## config.mk

```make
export PLATFORM = sky130hd
export DESIGN_NAME = wdtr_top
export DESIGN_NICKNAME = d
export VERILOG_FILES = /design/src/hdl/wdtr_pkg.sv /design/src/hdl/wdtr_top.sv
export SDC_FILE = /design/constraint.sdc
export NUM_CORES = 1
export LEC_CHECK = 0
export BUFFER_PORTS_ARGS = -buffer_cell sky130_fd_sc_hd__buf_2
export CAP_MARGIN = 20
export CORE_UTILIZATION = 55
export DETAILED_ROUTE_END_ITERATION = 16
export GPL_TIMING_DRIVEN = 0
export PLACE_DENSITY = 0.78
export SYNTH_ARGS = -nofsm -noshare
export SYNTH_HDL_FRONTEND = slang
export SYNTH_SLANG_ARGS = --single-unit
```

## constraint.sdc

```tcl
create_clock -name clk_i -period 4.3 [get_ports clk_i]
set_clock_uncertainty 0.1 [all_clocks]
set_input_delay 0.215 -clock clk_i [delete_from_list [all_inputs] [get_ports clk_i]]
set_output_delay 0.215 -clock clk_i [all_outputs]
set_load 0.005 [all_outputs]
```

## src/hdl/wdtr_pkg.sv

```systemverilog
/*
  constants, register map and carrier types for the watchdog and
  timer reload block.
  assumes a 100 MHz system clock and a classic wishbone master.
*/
package wdtr_pkg;

  ////////////////////////////////////////////////////////////////////
  // timing
  localparam int unsigned CLK_PERIOD_NS = 10;
  localparam int unsigned WDOG_BASE_NS  = 62_500_000;
  localparam int unsigned WDOG_BASE_CYC = WDOG_BASE_NS / CLK_PERIOD_NS;
  localparam int unsigned RST_LOW_NS    = 62_500_000;
  localparam int unsigned RST_LOW_CYC   =
    (RST_LOW_NS + CLK_PERIOD_NS - 1) / CLK_PERIOD_NS;

  ////////////////////////////////////////////////////////////////////
  // register indices; byte address is four times the index
  localparam logic [5:0] IDX_TMR_CTRL   = 6'h18;
  localparam logic [5:0] IDX_TMR_COUNT  = 6'h19;
  localparam logic [5:0] IDX_TMR_RELOAD = 6'h1A;
  localparam logic [5:0] IDX_WDOG_CTRL  = 6'h1B;
  localparam logic [5:0] IDX_STATUS     = 6'h20;
  localparam logic [5:0] IDX_IRQ_EN     = 6'h21;
  localparam logic [5:0] IDX_IRQ_CLR    = 6'h22;

  // field positions
  localparam int unsigned TMR_EN_BIT  = 0;
  localparam int unsigned TMR_RPT_BIT = 1;
  localparam int unsigned ST_TMR_BIT  = 0;
  localparam int unsigned ST_WDOG_BIT = 1;
  localparam int unsigned ST_WIDTH    = 2;

  // reset values
  localparam logic [7:0] TMR_CTRL_RST   = 8'h00;
  localparam logic [7:0] TMR_COUNT_RST  = 8'h00;
  localparam logic [7:0] TMR_RELOAD_RST = 8'h00;
  localparam logic [7:0] WDOG_CTRL_RST  = 8'h00;
  localparam logic [1:0] ST_RST         = 2'h0;

  // watchdog clock divisors over the 16 Hz base, per clock select
  localparam logic [6:0] WD_DIV_16HZ  = 7'h01;
  localparam logic [6:0] WD_DIV_4HZ   = 7'h04;
  localparam logic [6:0] WD_DIV_1HZ   = 7'h10;
  localparam logic [6:0] WD_DIV_QHZ   = 7'h40;

  ////////////////////////////////////////////////////////////////////
  // carriers
  typedef struct packed {
    logic        cyc;
    logic        stb;
    logic        we;
    logic [7:0]  adr;
    logic [3:0]  sel;
    logic [31:0] dat;
  } wdtr_wb_req_s;

  typedef struct packed {
    logic        ack;
    logic [31:0] dat;
  } wdtr_wb_rsp_s;

  typedef struct packed {
    logic       watchdog_steer;
    logic [4:0] watchdog_multiplier;
    logic [1:0] watchdog_clock_select;
  } wdtr_wdog_ctrl_s;

  function automatic logic [6:0] wdtr_div(input logic [1:0] sel);
    logic [6:0] d;
    d = WD_DIV_16HZ;
    unique case (sel)
      2'h0: d = WD_DIV_16HZ;
      2'h1: d = WD_DIV_4HZ;
      2'h2: d = WD_DIV_1HZ;
      2'h3: d = WD_DIV_QHZ;
    endcase
    return d;
  endfunction

endpackage

```

## src/hdl/wdtr_top.sv

```systemverilog
/*
  watchdog with interrupt or reset steering, and countdown timer with
  repeat reload, behind a classic wishbone slave.
  assumes countdown_tick_i is a one-cycle pulse at the timer rate and
  all inputs are synchronous to clk_i.
*/

module wdtr_top #(
  parameter int unsigned P_WDOG_BASE_CYC = wdtr_pkg::WDOG_BASE_CYC,
  parameter int unsigned P_RST_LOW_CYC   = wdtr_pkg::RST_LOW_CYC
) (
  input  wire logic                   clk_i,
  input  wire logic                   rst_i,
  input  wire wdtr_pkg::wdtr_wb_req_s wb_req_i,
  output      wdtr_pkg::wdtr_wb_rsp_s wb_rsp_o,
  input  wire logic                   countdown_tick_i,
  output      logic                   irq_o,
  output      logic                   watchdog_irq_out_o,
  output      logic                   wdog_rst_n_o
);
  import wdtr_pkg::*;

  localparam int BW = $clog2(P_WDOG_BASE_CYC + 1);
  localparam int RW = $clog2(P_RST_LOW_CYC + 1);

  wdtr_wb_rsp_s    rsp_reg;
  logic [7:0]      tmr_ctrl_reg;
  logic [7:0]      tmr_count_reg;
  logic [7:0]      tmr_reload_reg;
  wdtr_wdog_ctrl_s wdog_ctrl_reg;
  logic [ST_WIDTH-1:0] status_reg;
  logic [ST_WIDTH-1:0] status_next;
  logic [ST_WIDTH-1:0] irq_en_reg;
  logic [BW-1:0]   base_cnt_reg;
  logic [6:0]      sub_cnt_reg;
  logic [4:0]      wd_cnt_reg;
  logic [RW-1:0]   rst_cnt_reg;
  logic            irq_reg;
  logic            watchdog_irq_out_reg;
  logic            rst_n_reg;

  logic            bus_hit;
  logic            bus_wr;
  logic [5:0]      bus_idx;
  logic [31:0]     rd_data;
  logic            base_tick;
  logic            wd_tick;
  logic            wd_load;
  logic            wd_timeout;
  logic            tmr_zero_evt;
  logic [ST_WIDTH-1:0] st_set;
  logic [ST_WIDTH-1:0] st_clr;

  ////////////////////////////////////////////////////////////////////
  // wishbone slave: answers one cycle after the request, every address.
  // a write lands at the edge where the master samples ack, not before.

  assign bus_hit = wb_req_i.cyc & wb_req_i.stb & ~rsp_reg.ack;
  assign bus_wr  = wb_req_i.cyc & wb_req_i.stb & rsp_reg.ack
                   & wb_req_i.we & wb_req_i.sel[0];
  assign bus_idx = wb_req_i.adr[7:2];

  always_comb begin
    rd_data = 32'h0;
    unique case (bus_idx)
      IDX_TMR_CTRL:   rd_data = {24'h0, tmr_ctrl_reg};
      IDX_TMR_COUNT:  rd_data = {24'h0, tmr_count_reg};
      IDX_TMR_RELOAD: rd_data = {24'h0, tmr_reload_reg};
      IDX_WDOG_CTRL:  rd_data = {24'h0, wdog_ctrl_reg};
      IDX_STATUS:     rd_data = {30'h0, status_reg};
      IDX_IRQ_EN:     rd_data = {30'h0, irq_en_reg};
      default:        rd_data = 32'h0;
    endcase
  end

  always_ff @(posedge clk_i) begin
    if (rst_i) begin
      rsp_reg <= '0;
    end else begin
      rsp_reg.ack <= bus_hit;
      rsp_reg.dat <= bus_hit ? rd_data : 32'h0;
    end
  end

  assign wb_rsp_o = rsp_reg;

  ////////////////////////////////////////////////////////////////////
  // software-written registers

  always_ff @(posedge clk_i) begin
    if (rst_i) begin
      tmr_reload_reg <= TMR_RELOAD_RST;
      irq_en_reg     <= ST_RST;
    end else if (bus_wr) begin
      if (bus_idx == IDX_TMR_RELOAD) begin
        tmr_reload_reg <= wb_req_i.dat[7:0];
      end
      if (bus_idx == IDX_IRQ_EN) begin
        irq_en_reg <= wb_req_i.dat[ST_WIDTH-1:0];
      end
    end
  end

  assign wd_load = bus_wr & (bus_idx == IDX_WDOG_CTRL);

  always_ff @(posedge clk_i) begin
    if (rst_i) begin
      wdog_ctrl_reg <= WDOG_CTRL_RST;
    end else if (wd_load) begin
      wdog_ctrl_reg <= wb_req_i.dat[7:0];
    end
  end

  ////////////////////////////////////////////////////////////////////
  // countdown timer; a single-mode run simply parks at zero

  // a zero reload in repeat mode reaches zero on every tick
  assign tmr_zero_evt = countdown_tick_i & tmr_ctrl_reg[TMR_EN_BIT]
                        & ((tmr_count_reg == 8'h01)
                           | ((tmr_count_reg == 8'h00)
                              & tmr_ctrl_reg[TMR_RPT_BIT]
                              & (tmr_reload_reg == 8'h00)));

  always_ff @(posedge clk_i) begin
    if (rst_i) begin
      tmr_ctrl_reg  <= TMR_CTRL_RST;
      tmr_count_reg <= TMR_COUNT_RST;
    end else begin
      if (bus_wr && bus_idx == IDX_TMR_CTRL) begin
        tmr_ctrl_reg <= wb_req_i.dat[7:0];
      end
      if (bus_wr && bus_idx == IDX_TMR_COUNT) begin
        tmr_count_reg <= wb_req_i.dat[7:0];
      end else if (countdown_tick_i && tmr_ctrl_reg[TMR_EN_BIT]) begin
        if (tmr_count_reg != 8'h00) begin
          tmr_count_reg <= tmr_count_reg - 8'h01;
        end else if (tmr_ctrl_reg[TMR_RPT_BIT]) begin
          tmr_count_reg <= tmr_reload_reg;
        end
      end
    end
  end

  ////////////////////////////////////////////////////////////////////
  // watchdog clock: 16 Hz base, then divided per clock select.
  // a control write restarts both so the timeout is exact.

  assign base_tick = (base_cnt_reg == BW'(P_WDOG_BASE_CYC - 1));
  assign wd_tick   = base_tick &&
    (sub_cnt_reg == wdtr_div(wdog_ctrl_reg.watchdog_clock_select)
                    - 7'h01);

  always_ff @(posedge clk_i) begin
    if (rst_i || wd_load || base_tick) begin
      base_cnt_reg <= '0;
    end else begin
      base_cnt_reg <= base_cnt_reg + BW'(1);
    end
  end

  always_ff @(posedge clk_i) begin
    if (rst_i || wd_load || wd_tick) begin
      sub_cnt_reg <= 7'h00;
    end else if (base_tick) begin
      sub_cnt_reg <= sub_cnt_reg + 7'h01;
    end
  end

  ////////////////////////////////////////////////////////////////////
  // watchdog count; stops at zero until software rewrites control

  assign wd_timeout = wd_tick & (wd_cnt_reg == 5'h01);

  always_ff @(posedge clk_i) begin
    if (rst_i) begin
      wd_cnt_reg <= 5'h00;
    end else if (wd_load) begin
      // zero multiplier loads zero, which never times out
      wd_cnt_reg <= wb_req_i.dat[6:2];
    end else if (wd_tick && wd_cnt_reg != 5'h00) begin
      wd_cnt_reg <= wd_cnt_reg - 5'h01;
    end
  end

  ////////////////////////////////////////////////////////////////////
  // reset steering: low the cycle after timeout, held a fixed time

  always_ff @(posedge clk_i) begin
    if (rst_i) begin
      rst_n_reg   <= 1'b1;
      rst_cnt_reg <= '0;
    end else if (wd_timeout && wdog_ctrl_reg.watchdog_steer) begin
      rst_n_reg   <= 1'b0;
      rst_cnt_reg <= RW'(P_RST_LOW_CYC - 1);
    end else if (!rst_n_reg) begin
      if (rst_cnt_reg == '0) begin
        rst_n_reg <= 1'b1;
      end else begin
        rst_cnt_reg <= rst_cnt_reg - RW'(1);
      end
    end
  end

  assign wdog_rst_n_o = rst_n_reg;

  ////////////////////////////////////////////////////////////////////
  // sticky status; a set in the clearing cycle wins

  always_comb begin
    st_set = '0;
    st_clr = '0;
    st_set[ST_TMR_BIT]  = tmr_zero_evt;
    st_set[ST_WDOG_BIT] = wd_timeout &
                          ~wdog_ctrl_reg.watchdog_steer;
    if (bus_wr && bus_idx == IDX_IRQ_CLR) begin
      st_clr = wb_req_i.dat[ST_WIDTH-1:0];
    end
    status_next = (status_reg & ~st_clr) | st_set;
  end

  always_ff @(posedge clk_i) begin
    if (rst_i) begin
      status_reg <= ST_RST;
    end else begin
      status_reg <= status_next;
    end
  end

  always_ff @(posedge clk_i) begin
    if (rst_i) begin
      irq_reg  <= 1'b0;
      watchdog_irq_out_reg <= 1'b0;
    end else begin
      irq_reg  <= |(status_next & irq_en_reg);
      // the watchdog line follows its flag, independent of the mask
      watchdog_irq_out_reg <= status_next[ST_WDOG_BIT];
    end
  end

  assign irq_o              = irq_reg;
  assign watchdog_irq_out_o = watchdog_irq_out_reg;

  ////////////////////////////////////////////////////////////////////
  // checks

  // cycles since the last watchdog clock, kept only for the rate check
  logic [31:0] wd_gap_reg;

  always_ff @(posedge clk_i) begin
    if (rst_i || wd_load || wd_tick) begin
      wd_gap_reg <= 32'h0;
    end else begin
      wd_gap_reg <= wd_gap_reg + 32'h1;
    end
  end
endmodule

```

---- Word-level counts from Yosys, hierarchy flattened ----
Cells that the tools add are included.
storage, ports and cells
  output and inout bits ................... 36
  bits in registers ....................... 130
  bits of input ports ..................... 50
operators by class
  bitwise logic cells ..................... 22
  reductions and logical operators ........ 27
  muxes and demuxes ....................... 15
  add/sub/neg operators ................... 6
  equal/unequal tests ..................... 16
operator list
  cell                                                                  count
  23-bit two-way mux                                                    3
  8-bit case mux with 6 select lines                                    1
  8-bit two-way mux                                                     4
  7-bit case mux with 4 select lines                                    1
  6-bit by 5-bit == test with 1-bit output, second input constant       4
  23-bit by 1-bit adder with 23-bit output, second input constant       1
  23-bit == test, second input constant                                 1
  23-bit logical NOT                                                    1
  23-bit by 1-bit subtractor with 23-bit output, second input constant  1
  6-bit == test, second input constant                                  3
  8-bit logical NOT                                                     2
  1-bit bitwise AND                                                     12
  5-bit two-way mux                                                     2
  2-bit AND reduction                                                   5
  8-bit by 1-bit == test with 1-bit output, second input constant       1
  8-bit nonzero test                                                    1
  8-bit by 1-bit subtractor with 8-bit output, second input constant    1
  7-bit by 1-bit adder with 7-bit output, second input constant         1
  7-bit == test                                                         1
  1-bit logical AND                                                     7
  7-bit by 1-bit subtractor with 7-bit output, second input constant    1
  2-bit OR reduction                                                    3
  5-bit by 1-bit == test with 1-bit output, second input constant       1
  1-bit NOT                                                             5
  16 further kinds                                                      23

---- Depth between registers and ports, before layout ----
Gate-level depths: netlist of run 1.
  word-level depth ........................ 11
  gate-level depth with buffers ........... 8
  mapped depth without buffers ............ 7

---- Worst setup path after synthesis of run 1 ----
No wires, ideal clock.
  kind .................................... register -> register
  start point ............................. register rst_cnt_reg[12]
  end point ............................... register rst_cnt_reg[1]
  slack ................................... 1.866 ns
  data arrival time ....................... 2.264 ns
  cell stages (with the launch flop) ...... 8
  library setup time ...................... 0.070 ns
  path buffers ............................ 2
  cell sequence ........................... dfxtp_1 > or4_1 > buf_2 > or4b_1 > buf_2 > o21ai_4 > mux2_2 > a21oi_1
on the way
  cells in the longest elaborated chain, start to end .. 3
ends and longest elaborated chain
  what                             line             source
  start: declaration               wdtr_top.sv:37   logic [RW-1:0] rst_cnt_reg;
  start signal: assignment         wdtr_top.sv:194  rst_cnt_reg <= RW'(P_RST_LOW_CYC - 1);
  start signal: assignment         wdtr_top.sv:199  rst_cnt_reg <= rst_cnt_reg - RW'(1);
  23-bit logical NOT               wdtr_top.sv:196  if (rst_cnt_reg == '0) begin
  2-bit inequality test (no line)  --
  2-bit AND reduction (no line)    --
No other way between the ends.
A chain may end at the register's enable or synchronous reset.

---- Final worst setup path of run 1 ----
Same ends and word-level chain as after synthesis.

==> summary.md, run 1 <==
| Metric | Value |
|---|---|
| Residual DRC | `0` |
| Worst slew margin | `29.20%` |
| Pre-antenna DRT Iters | `5` |
| Flop pwr share | `58.0%` |
| PwrDens | `around 280 nW/um2` |
| Hold buffer count at CTS | `0` |
| FF-to-FF path depth | `7` |
| TritonCTS clock tree | `built` |
| CTS clk-pin slew, worst paths | `around 0.10 ns` |
| EDFF count, synth | `0` |
| Setup violators final | `0` |
| PnR worst setup slack | `1.692 ns` |
| Switching part of the total | `~22%` |
| Tcrit/Tclk final | `about three fifths` |
| FMAX | `0.3834 GHz` |
| Critical Path Fanout Max | `7` |
| Status | `complete, no violations` |
| Most used cell along the critical path | `buf_2` |
| Top cell type by total area after synthesis | `dfxtp_1` |
| Worst setup endpoint | `rst_cnt_reg[1]` |
| Combinational power share | `4.9%` |
| Initial Util | `57.54%` |
| CTS root buf | `clkbuf_8` |
| Post-CTS Setup Repair Bufs | `0` |
| Via count | `around 4.8k` |
| Critical path data required time | `4.51 ns` |
| Vias in the first global route | `roughly 4.3k` |
| Distinct cells, synth | `74` |
| # IOs | `86` |
| Hold depth | `3` |
| Sequential element share of the synthesized area | `38.98%` |
| Global-route wire length before repair | `20.25 mm` |
| Async SR Flop Fraction | `0%` |
| Slowest CP cell | `or4_1` |
| Crit path buf inv count | `2` |
| Fillers | `833` |
| Top-count cell post-synth | `dfxtp_1` |
| Hold Path Class | `primary input to register` |
| WP depth | `7` |
| RR Endpoint | `rst_cnt_reg[1]` |
| ANT cells | `0` |
| Slowest Stage Delay on Critical Path | `0.52 ns` |
| Row count | `35` |
| Routed wl met3 | `804 um` |
| Total GRT Usage | `roughly 25%` |
| Synth warnings | `0` |
| Pre-CTS WS | `1.472 ns` |
| Pin count of the biggest net entering global routing | `17` |
| Placeable Area | `9371 um2` |
| Cell Chain, Critical Path | `or4_1 -> buf_2 -> or4b_1 -> buf_2 -> o21ai_4 -> mux2_2 -> a21oi_1` |
| Switching power total | `0.3784 mW` |
| Fin. max-slew vios | `0` |
| DR WL/cell | `14.81 um` |
| Post-Syn Area | `approximately 5400 um2` |
| Final Hold Vio Count | `0` |
| Max clock buf depth | `2` |
| Mapped Cells | `626` |
| Starting DRT DRC Count | `approximately 320` |
| R2r setup slk | `roughly 1.7 ns` |
| Worst Tran Pin Value | `1.052 ns` |
| Setup TNS | `0 ns` |
| Worst r2r src | `rst_cnt_reg[12]` |
| Die ar. | `10,210 um2` |
| Post-route ant nets | `0` |
| Placer's final routability congestion estimate | `about 0.90` |
| Final HPWL DP | `~9.3 mm` |
| Initial antenna violation count | `0` |
| Hold Crit Start | `wb_req_i[5]` |
| Multi-input logic area | `3005 um2` |
| Power Internal | `1.307 mW` |
| Leak | `~2.4 nW` |
| Overall power | `between 1.5 and 2 mW` |
| H-tree levels | `3` |
| Register area | `2102 um2` |
| Synthesized area per cell | `8.614 um2` |
| Vias per cell | `~5.8` |
| Die X | `101.0 um` |
| DRT met1 WL | `5.351 mm` |
| Port buffer count | `31` |
| Critical path class | `register to register` |
| Synth top area share | `between 30% and 40%` |
| Top_reg_cell synth | `dfxtp_1` |
| Yosys reg bits | `105` |
| Crit path DAT | `2.81 ns` |
| Clock Power Share | `37.2%` |
| Top cells by area, synth | `dfxtp_1, nor2_1, mux2i_1, buf_4, xnor2_1` |
| CP startpoint | `rst_cnt_reg[12]` |
| Nets | `751` |
| Worst-skew pair later-pin latency | `approximately 0.37 ns` |
| Post_cts resized | `0` |
| Most frequent cells after synthesis | `dfxtp_1, nor2_1, nand2_1, a21oi_1, buf_4` |
| Critical Path End Type | `register` |
| Top Metal Used | `met4` |
| Startpoint Class | `register` |
| Die height | `a little over 100 um` |
| Crit path max-delay family | `simple AND/OR/NAND/NOR gates` |
| Fin crit period | `2.608 ns` |
| Gr ovfl total | `0` |
| Max VDD drop | `0.1953 mV` |
| CTS Buf Count | `9` |
| WHS | `0.02989 ns` |
| Share of layout cells above drive strength 1 | `15.23%` |
| Sink Count | `around 110` |
| Routed wire length | `12.22 mm` |
| Area Growth Syn to Fin | `11.32%` |
| Maxcap violations | `0` |
| RSZ-0062 raised after global routing | `no` |
| Routed met2 length | `between 5 and 6 mm` |
[cells by family (layout without fill, tap and decap cells)]
logic type      Yosys count  count (layout)  share of synthesized area, %
simple gates            265             265                         25.92
compound gates          112             112                         13.67
flops                   105             105                         38.98
buf+inv                  68             115                         6.891
xor+xnor                 37              37                         6.009
mux                      29              29                         6.381
fa+ha+maj                 9               9                         2.088
other cells               1              24                       0.06954
[per-layer routing]
layer  global-route usage, %  vias up
met5                       0        -
met4                   9.476        0
met3                   5.340       27
met2                   42.73      165
met1                   32.17     2201
li1                        -     2358
[worst min path at each step]
stage | end | slack, ns
3_5_place_dp | wdog_ctrl_reg[3] | 0.36
5_1_grt | tmr_count_reg[5] | 0.02
4_1_cts | tmr_count_reg[5] | 0.01
3_3_place_gp | base_cnt_reg[0] | 0.34
6_report | tmr_count_reg[5] | 0.03
2_1_floorplan | tmr_count_reg[2] | 0.22
[through the flow]
stage | util (%) | area (um2) | std cells
after floorplan | - | 5479 | 649
after global placement | 61.84 | 5796 | 809
after detailed placement | 61.90 | 5801 | 810
after CTS | 64.06 | 6003 | 825
after global routing | 64.06 | 6003 | 825
final | 64.06 | 6003 | 825
[power groups by stage]
stage	logic, mW	clock network, mW	registers, mW
finish	0.0821	0.626	0.977
detailed placement	0.0804	0	1.00
CTS	0.0805	0.641	0.977
floorplan	0.0535	0	0.999
global placement	0.0793	0	0.999
global route	0.0899	0.676	0.978
[cells in the final DEF, fill, tap and decap left out, types with 3 or more instances in the layout]
cell      Yosys  layout
buf_4        24      24
nand2b_1      3       3
or4_2         3       3
xor2_1       17      17
dfxtp_1     105     105
xnor2_1      20      20
mux4_2        4       4
nor4_1       18      18
or4_1        11      11
o22ai_1       4       4
a31oi_1      11      11
a21oi_1      33      33
mux2_2        3       3
clkbuf_8      0      11
a31o_2        3       3
ha_1          9       9
nand3_1      20      20
nor2_1       85      85
a211oi_1      4       4
and3_1        9       9
clkbuf_1     16      16
o31ai_1       4       4
nand4_1      15      15
conb_1        1      24
or3_2         4       4
inv_1        19      19
or2_2         3       3
o211ai_1      6       6
or3_1         8       8
nor2b_1       3       3
buf_2         4      36
mux2i_1      22      22
nor4b_1       6       6
o21ai_0      19      19
nand2_1      45      45
nor3_1       14      14
[tightest hold or removal path, delay by kind of cell]
kind,cells,cell delay [ns]
and+or+nand+nor,1,0.06
buffers and inverters,1,0.14
AOI/OAI and AO/OA,1,0.06
[area by class of cell]
type                       instances  share of cell area (%)
clock buffer                      11                   2.522
sequential                       105                   35.01
tap                              129                   2.689
clock inverter                     4                  0.8545
buffer                            49                   5.002
inverter                          19                   1.188
multi-input combinational        476                   50.06
timing repair buffer              32                   2.668
Power figures use the tool's default switching activity.
==> run 2: changes to the inputs <==
- ABC_AREA: not set -> 1
- CORE_UTILIZATION: 55 -> 52
- PLACE_DENSITY: 0.78 -> 0.77
- clock period: 4.3 -> 2.2 ns (I/O delays scaled with it)
==> run 2 against run 1 <==
Net effect:
- register-to-register slack got worse by 1.5 ns
- hold slack improved by 0.0013 ns
- cell area rose by 10%
- wire length rose by 17%
- fmax rose by 30%
- critical path depth rose by 5
- utilization fell by 3.3 points
- total power rose by 93%
- first-iteration DRC count rose by 61%
- sequential power rose by 95%
==> summary.md, run 2 <==
| Metric | Value |
|---|---|
| Residual DRC | `0` |
| Sink Count | `about 110` |
| Final HPWL DP | `10.52 mm` |
| H-tree levels | `3` |
| Nets | `between 1k and 1.5k` |
| Max VDD drop | `0.6484 mV` |
| Crit path DAT | `around 2.2 ns` |
| Post-route ant nets | `0` |
| Max clock buf depth | `2` |
| PwrDens | `slightly below 500 nW/um2` |
| Global-route wire length before repair | `between 20 and 25 mm` |
| Mapped Cells | `877` |
| Fin. max-slew vios | `0` |
| Starting DRT DRC Count | `512` |
| Yosys reg bits | `105` |
| Top-count cell post-synth | `nand2_1` |
| Fillers | `1,025` |
| Placeable Area | `10,890 um2` |
| Top cell type by total area after synthesis | `dfxtp_1` |
| Pin count of the biggest net entering global routing | `20` |
| CTS root buf | `clkbuf_8` |
| EDFF count, synth | `0` |
| Worst slew margin | `58.95%` |
| Final Hold Vio Count | `0` |
| CTS clk-pin slew, worst paths | `0.11 ns` |
| Row count | `38` |
| Status | `complete, no violations` |
| Tcrit/Tclk final | `91.11%` |
| Pre-antenna DRT Iters | `6` |
| DR WL/cell | `12.92 um` |
| Vias per cell | `between 5 and 6` |
| # IOs | `between 80 and 90` |
| Area Growth Syn to Fin | `13.26%` |
| Critical path class | `register to register` |
| Die X | `around 110 um` |
| Total GRT Usage | `25.71%` |
| Top_reg_cell synth | `dfxtp_1` |
| Sequential element share of the synthesized area | `35.98%` |
| Setup violators final | `0` |
| Most frequent cells in the layout | `nand2_1, nor2_1, inv_1, dfxtp_1, nand3_1` |
| ANT cells | `0` |
| Layout Utilization | `60.77%` |
| Die height | `108.0 um` |
| Synth warnings | `0` |
| Via count | `5,696` |
| Hold Path Class | `primary input to register` |
| Initial antenna violation count | `0` |
| R2r setup slk | `just under 0.2 ns` |
| Async SR Flop Fraction | `0%` |
| Post-CTS Setup Repair Bufs | `0` |
| Port buffer count | `32` |
| Distinct cells, synth | `38` |
| Critical path data required time | `2.44 ns` |
| FMAX | `around 0.50 GHz` |
| Top cells by area, synth | `dfxtp_1, nand2_1, nor2_1, inv_1, nand3_1` |
| Gr ovfl total | `0` |
| Worst Tran Pin Value | `0.6157 ns` |
| RSZ-0062 raised after global routing | `no` |
| Fin crit period | `2.004 ns` |
| Overall power | `3.260 mW` |
| Synthesized area per cell | `6.661 um2` |
| Vias in the first global route | `roughly 5k` |
| Placer's final routability congestion estimate | `0.9630` |
| Leak | `2.971 nW` |
| TritonCTS clock tree | `built` |
| Startpoint Class | `register` |
| Die ar. | `~12,000 um2` |
| Commonest non-fill, non-tap cell in the layout | `nand2_1` |
| Share of layout cells above drive strength 1 | `11.63%` |
| Most frequent cells after synthesis | `nand2_1, nor2_1, inv_1, dfxtp_1, nand3_1` |
| Critical Path End Type | `register` |
| Critical Path Fanout Max | `10` |
| Synth top area share | `35.98%` |
| Routed wire length | `approximately 14 mm` |
| Worst-skew pair later-pin latency | `0.40 ns` |
| Maxcap violations | `0` |
| Post-Syn Area | `5842 um2` |
| CTS Buf Count | `9` |
| Setup TNS | `0 ns` |
| Initial Util | `a little over half` |
run 2: cell types whose count changed after synthesis, sizes merged, moves of 13 or more:
| cell | previous run | this run |
|---|---|---|
| nand2 | 45 | 185 |
| inv | 19 | 119 |
| nor2 | 85 | 151 |
| nand3 | 20 | 65 |
| o21ai | 20 | 61 |
| mux2i | 22 | 0 |
| nor4 | 18 | 0 |
| or4 | 15 | 0 |
| a21oi | 33 | 47 |
| xnor2 | 20 | 7 |
run 2: cell families after synthesis:
family	share of synthesized area, %
AO/OA/AOI/OAI	11.31
XOR/XNOR	3.598
adder cells (fa/ha/maj)	1.928
buffers and inverters	12.34
flip-flops	35.98
other	0.06419
AND/OR/NAND/NOR	34.78
run 2: routing by layer:
layer / vias to the layer above / GRT usage (%) / wire [um]
li1: 2933 / - / -
met1: 2544 / 34.65 / 6676
met2: 197 / 41.13 / 6434
met3: 22 / 6.028 / 916
met4: 0 / 6.849 / 223
met5: - / 0 / 0
run 2: critical path: stages, from the launching register on:
cell	delay, ns
dfxtp_1	0.41
ha_1	0.21
nand2_2	0.09
nor2_4	0.13
inv_2	0.07
nor2_4	0.11
nand2_4	0.08
nor2_8	0.19
nand4_4	0.18
buf_6	0.20
nand3_1	0.08
nand2_1	0.05
inv_1	0.05
run 2: report_power, final:
part           total (mW)  internal (mW)  switching, mW
combinational       0.173         0.0762         0.0969
sequential           1.91           1.91        0.00505
clock                1.18          0.435          0.742
total                3.26           2.42          0.844
run 2: worst paths after layout:
kind              startpoint              end  cells after the start
min reg2reg  tmr_ctrl_reg[6]  tmr_ctrl_reg[6]                      2
max          base_cnt_reg[0]  rst_cnt_reg[20]                     12
min             wb_req_i[39]      wb_rsp_o[0]                      4
max reg2reg  base_cnt_reg[0]  rst_cnt_reg[20]                     12
run 2: final cells by class:
class | count | area [um2] | share of cell area, %
clock inverters | 7 | 66.31 | 1.002
multi-input cells | 637 | 3118 | 47.13
clock buffers | 9 | 123.9 | 1.872
well taps | 140 | 175.2 | 2.648
plain buffers | 37 | 266.5 | 4.028
flip-flops and latches | 105 | 2102 | 31.77
inverters | 121 | 454.2 | 6.865
repair buffers | 47 | 310.3 | 4.690
run 2: timing repair:
action | 4_1_cts | 5_1_grt
endpoints found under the setup margin | 0 | 12
resized for setup | 0 | 3
endpoints found under the hold margin | 29 | 0
hold buffers | 15 | 0
run 2: through the flow:
stage                     hold WS (ns)  setup WS, ns  cells  cell area (um2)
after floorplan                 0.1449        0.4525    900             5928
after global placement          0.3110        0.1847   1072             6264
after detailed placement        0.3199        0.1482   1072             6264
after CTS                     0.006668        0.1054   1103             6604
after global routing           0.03575       0.01190   1103             6616
final                          0.03118        0.1956   1103             6616
==> run 3: changes to the inputs <==
- GPL_TIMING_DRIVEN: 0 -> not set
==> run 3 against run 2 <==
Net effect:
- flip-flop and latch count unchanged
- highest routed layer unchanged
- critical path type unchanged
- total power up 1.0%
- largest power group unchanged
- non-clock buffer count down 31
- cell area down 3.4%
==> summary.md, run 3 (synthesis gave the netlist of run 2 again) <==
| Metric | Value |
|---|---|
| FMAX | `between 0.4 and 0.5 GHz` |
| Status | `complete, no violations` |
| PwrDens | `515.4 nW/um2` |
| Critical Path Fanout Max | `8` |
| Residual DRC | `0` |
| Die ar. | `11,660 um2` |
| DR WL/cell | `12.46 um` |
| Area Growth Syn to Fin | `9.381%` |
| Port buffer count | `32` |
| Share of layout cells above drive strength 1 | `a little under a tenth` |
| Final Hold Vio Count | `0` |
| Pin count of the biggest net entering global routing | `24` |
| Critical path data required time | `2.37 ns` |
| Fillers | `1,035` |
| Setup TNS | `0 ns` |
| Row count | `38` |
| Die X | `108.0 um` |
| Placeable Area | `around 11,000 um2` |
| Worst-skew pair later-pin latency | `0.38 ns` |
| Max VDD drop | `0.3623 mV` |
| Worst Tran Pin Value | `around 0.52 ns` |
| Via count | `~5.5k` |
| CTS root buf | `clkbuf_8` |
| Hold Path Class | `primary input to register` |
| Slowest Stage Delay on Critical Path | `0.40 ns` |
| Crit path buf inv count | `1` |
| Fin. max-slew vios | `0` |
| Crit path max-delay family | `simple AND/OR/NAND/NOR gates` |
| Worst slew margin | `about two thirds` |
| Pre-antenna DRT Iters | `5` |
| Sink Count | `105` |
| Placer's final routability congestion estimate | `0.9356` |
| Max clock buf depth | `2` |
| Commonest non-fill, non-tap cell in the layout | `nand2_1` |
| Layout Utilization | `58.69%` |
| Initial antenna violation count | `0` |
| Total GRT Usage | `24.24%` |
| Leak | `2.837 nW` |
| Crit path DAT | `2.17 ns` |
| Tcrit/Tclk final | `91.20%` |
| Register area | `2102 um2` |
| Slowest CP cell | `dfxtp_1` |
| RSZ-0062 raised after global routing | `no` |
| Global-route wire length before repair | `22.37 mm` |
| Most frequent cells in the layout | `nand2_1, nor2_1, inv_1, dfxtp_1, nand3_1` |
| Routed wire length | `13.36 mm` |
| Startpoint Class | `register` |
| Die height | `108.0 um` |
| Most used cell along the critical path | `nor2_4` |
| Maxcap violations | `0` |
| H-tree levels | `3` |
| Fin crit period | `approximately 2 ns` |
| TritonCTS clock tree | `built` |
| Starting DRT DRC Count | `491` |
| Vias per cell | `5.093` |
| Multi-input logic area | `3108 um2` |
| Critical path class | `register to register` |
| Setup violators final | `0` |
| ANT cells | `0` |
| CTS clk-pin slew, worst paths | `0.10 ns` |
| Cell Chain, Critical Path | `ha_1 -> nand2_2 -> nor2_4 -> inv_2 -> nor2_4 -> nand2_4 -> nor2_8 -> nand4_4 -> nand2_1 -> a21oi_1` |
| Post-route ant nets | `0` |
| # IOs | `86` |
| Vias in the first global route | `about 4.8k` |
| Nets | `986` |
| Gr ovfl total | `0` |
| Initial Util | `53.65%` |
| Critical Path End Type | `register` |
| Final HPWL DP | `10.04 mm` |
| CTS Buf Count | `9` |
-- run 3: cell types whose count changed in the layout (fill, tap and decap cells not counted), moves of 2 or more --
cell and delta:
clkbuf_1 -5, buf_6 -4, clkinv_2 +2, buf_2 -3, clkbuf_8 +2, buf_4 -15, dlygate4sd3_1 -4
-- run 3: final cells by class --
class	instances	area share (%)
clock buffers	11	2.369
clock inverters	5	0.8420
inverters	121	7.108
multi-input cells	637	48.64
flip-flops and latches	105	32.90
well taps	140	2.741
repair buffers	53	5.404
-- run 3: where the power goes --
| part | internal (mW) | switching (mW) | total (mW) | leakage (nW) |
|---|---|---|---|---|
| combinational | 0.0434 | 0.0857 | 0.129 | 1.88 |
| sequential | 1.90 | 0.00503 | 1.91 | 0.846 |
| clock | 0.585 | 0.670 | 1.25 | 0.109 |
-- run 3: stage by stage --
step | instances | hold slack, ns | power [mW] | instance area, um2 | setup slack (ns)
after floorplan | 900 | 0.1449 | 2.049 | 5928 | 0.4525
after global placement | 1045 | 0.3081 | 2.064 | 6072 | 0.2384
after detailed placement | 1045 | 0.3229 | 2.065 | 6072 | 0.1797
after CTS | 1072 | 0.002745 | 3.321 | 6387 | 0.1809
after global routing | 1072 | 0.03141 | 3.416 | 6390 | 0.008022
final | 1072 | 0.03414 | 3.293 | 6390 | 0.1937
-- run 3: path summary, 6_finish.rpt --
kind	start	end	cells past startpoint	slack (ns)
hold reg to reg	tmr_ctrl_reg[6]	tmr_ctrl_reg[6]	2	0.38
setup / recovery	base_cnt_reg[0]	rst_cnt_reg[4]	10	0.19
setup reg to reg	base_cnt_reg[0]	rst_cnt_reg[4]	10	0.19
hold / removal	wb_req_i[42]	wb_rsp_o[0]	4	0.03
-- run 3: repair_timing --
action / in CTS / in global routing
hold buffers: 11 / 0
endpoints found under the hold margin: 38 / 0
buffers inserted: 0 / 0
setup endpoints to repair: 0 / 5
gates resized for setup: 0 / 1
-- run 3: worst register-to-register path: stages, from the launching register on --
cell and delay (ns):
dfxtp_1 0.40, ha_1 0.20, nand2_2 0.08, nor2_4 0.14
inv_2 0.07, nor2_4 0.11, nand2_4 0.07, nor2_8 0.18
nand4_4 0.16, nand2_1 0.29, a21oi_1 0.08
-- run 3: layer usage --
metal	track usage, %	part of all wire, %	vias up
li1	-	-	2864
met1	34.78	49	2418
met2	35.94	44	157
met3	3.918	5.0	21
met4	9.883	2.0	0
met5	0	0	-
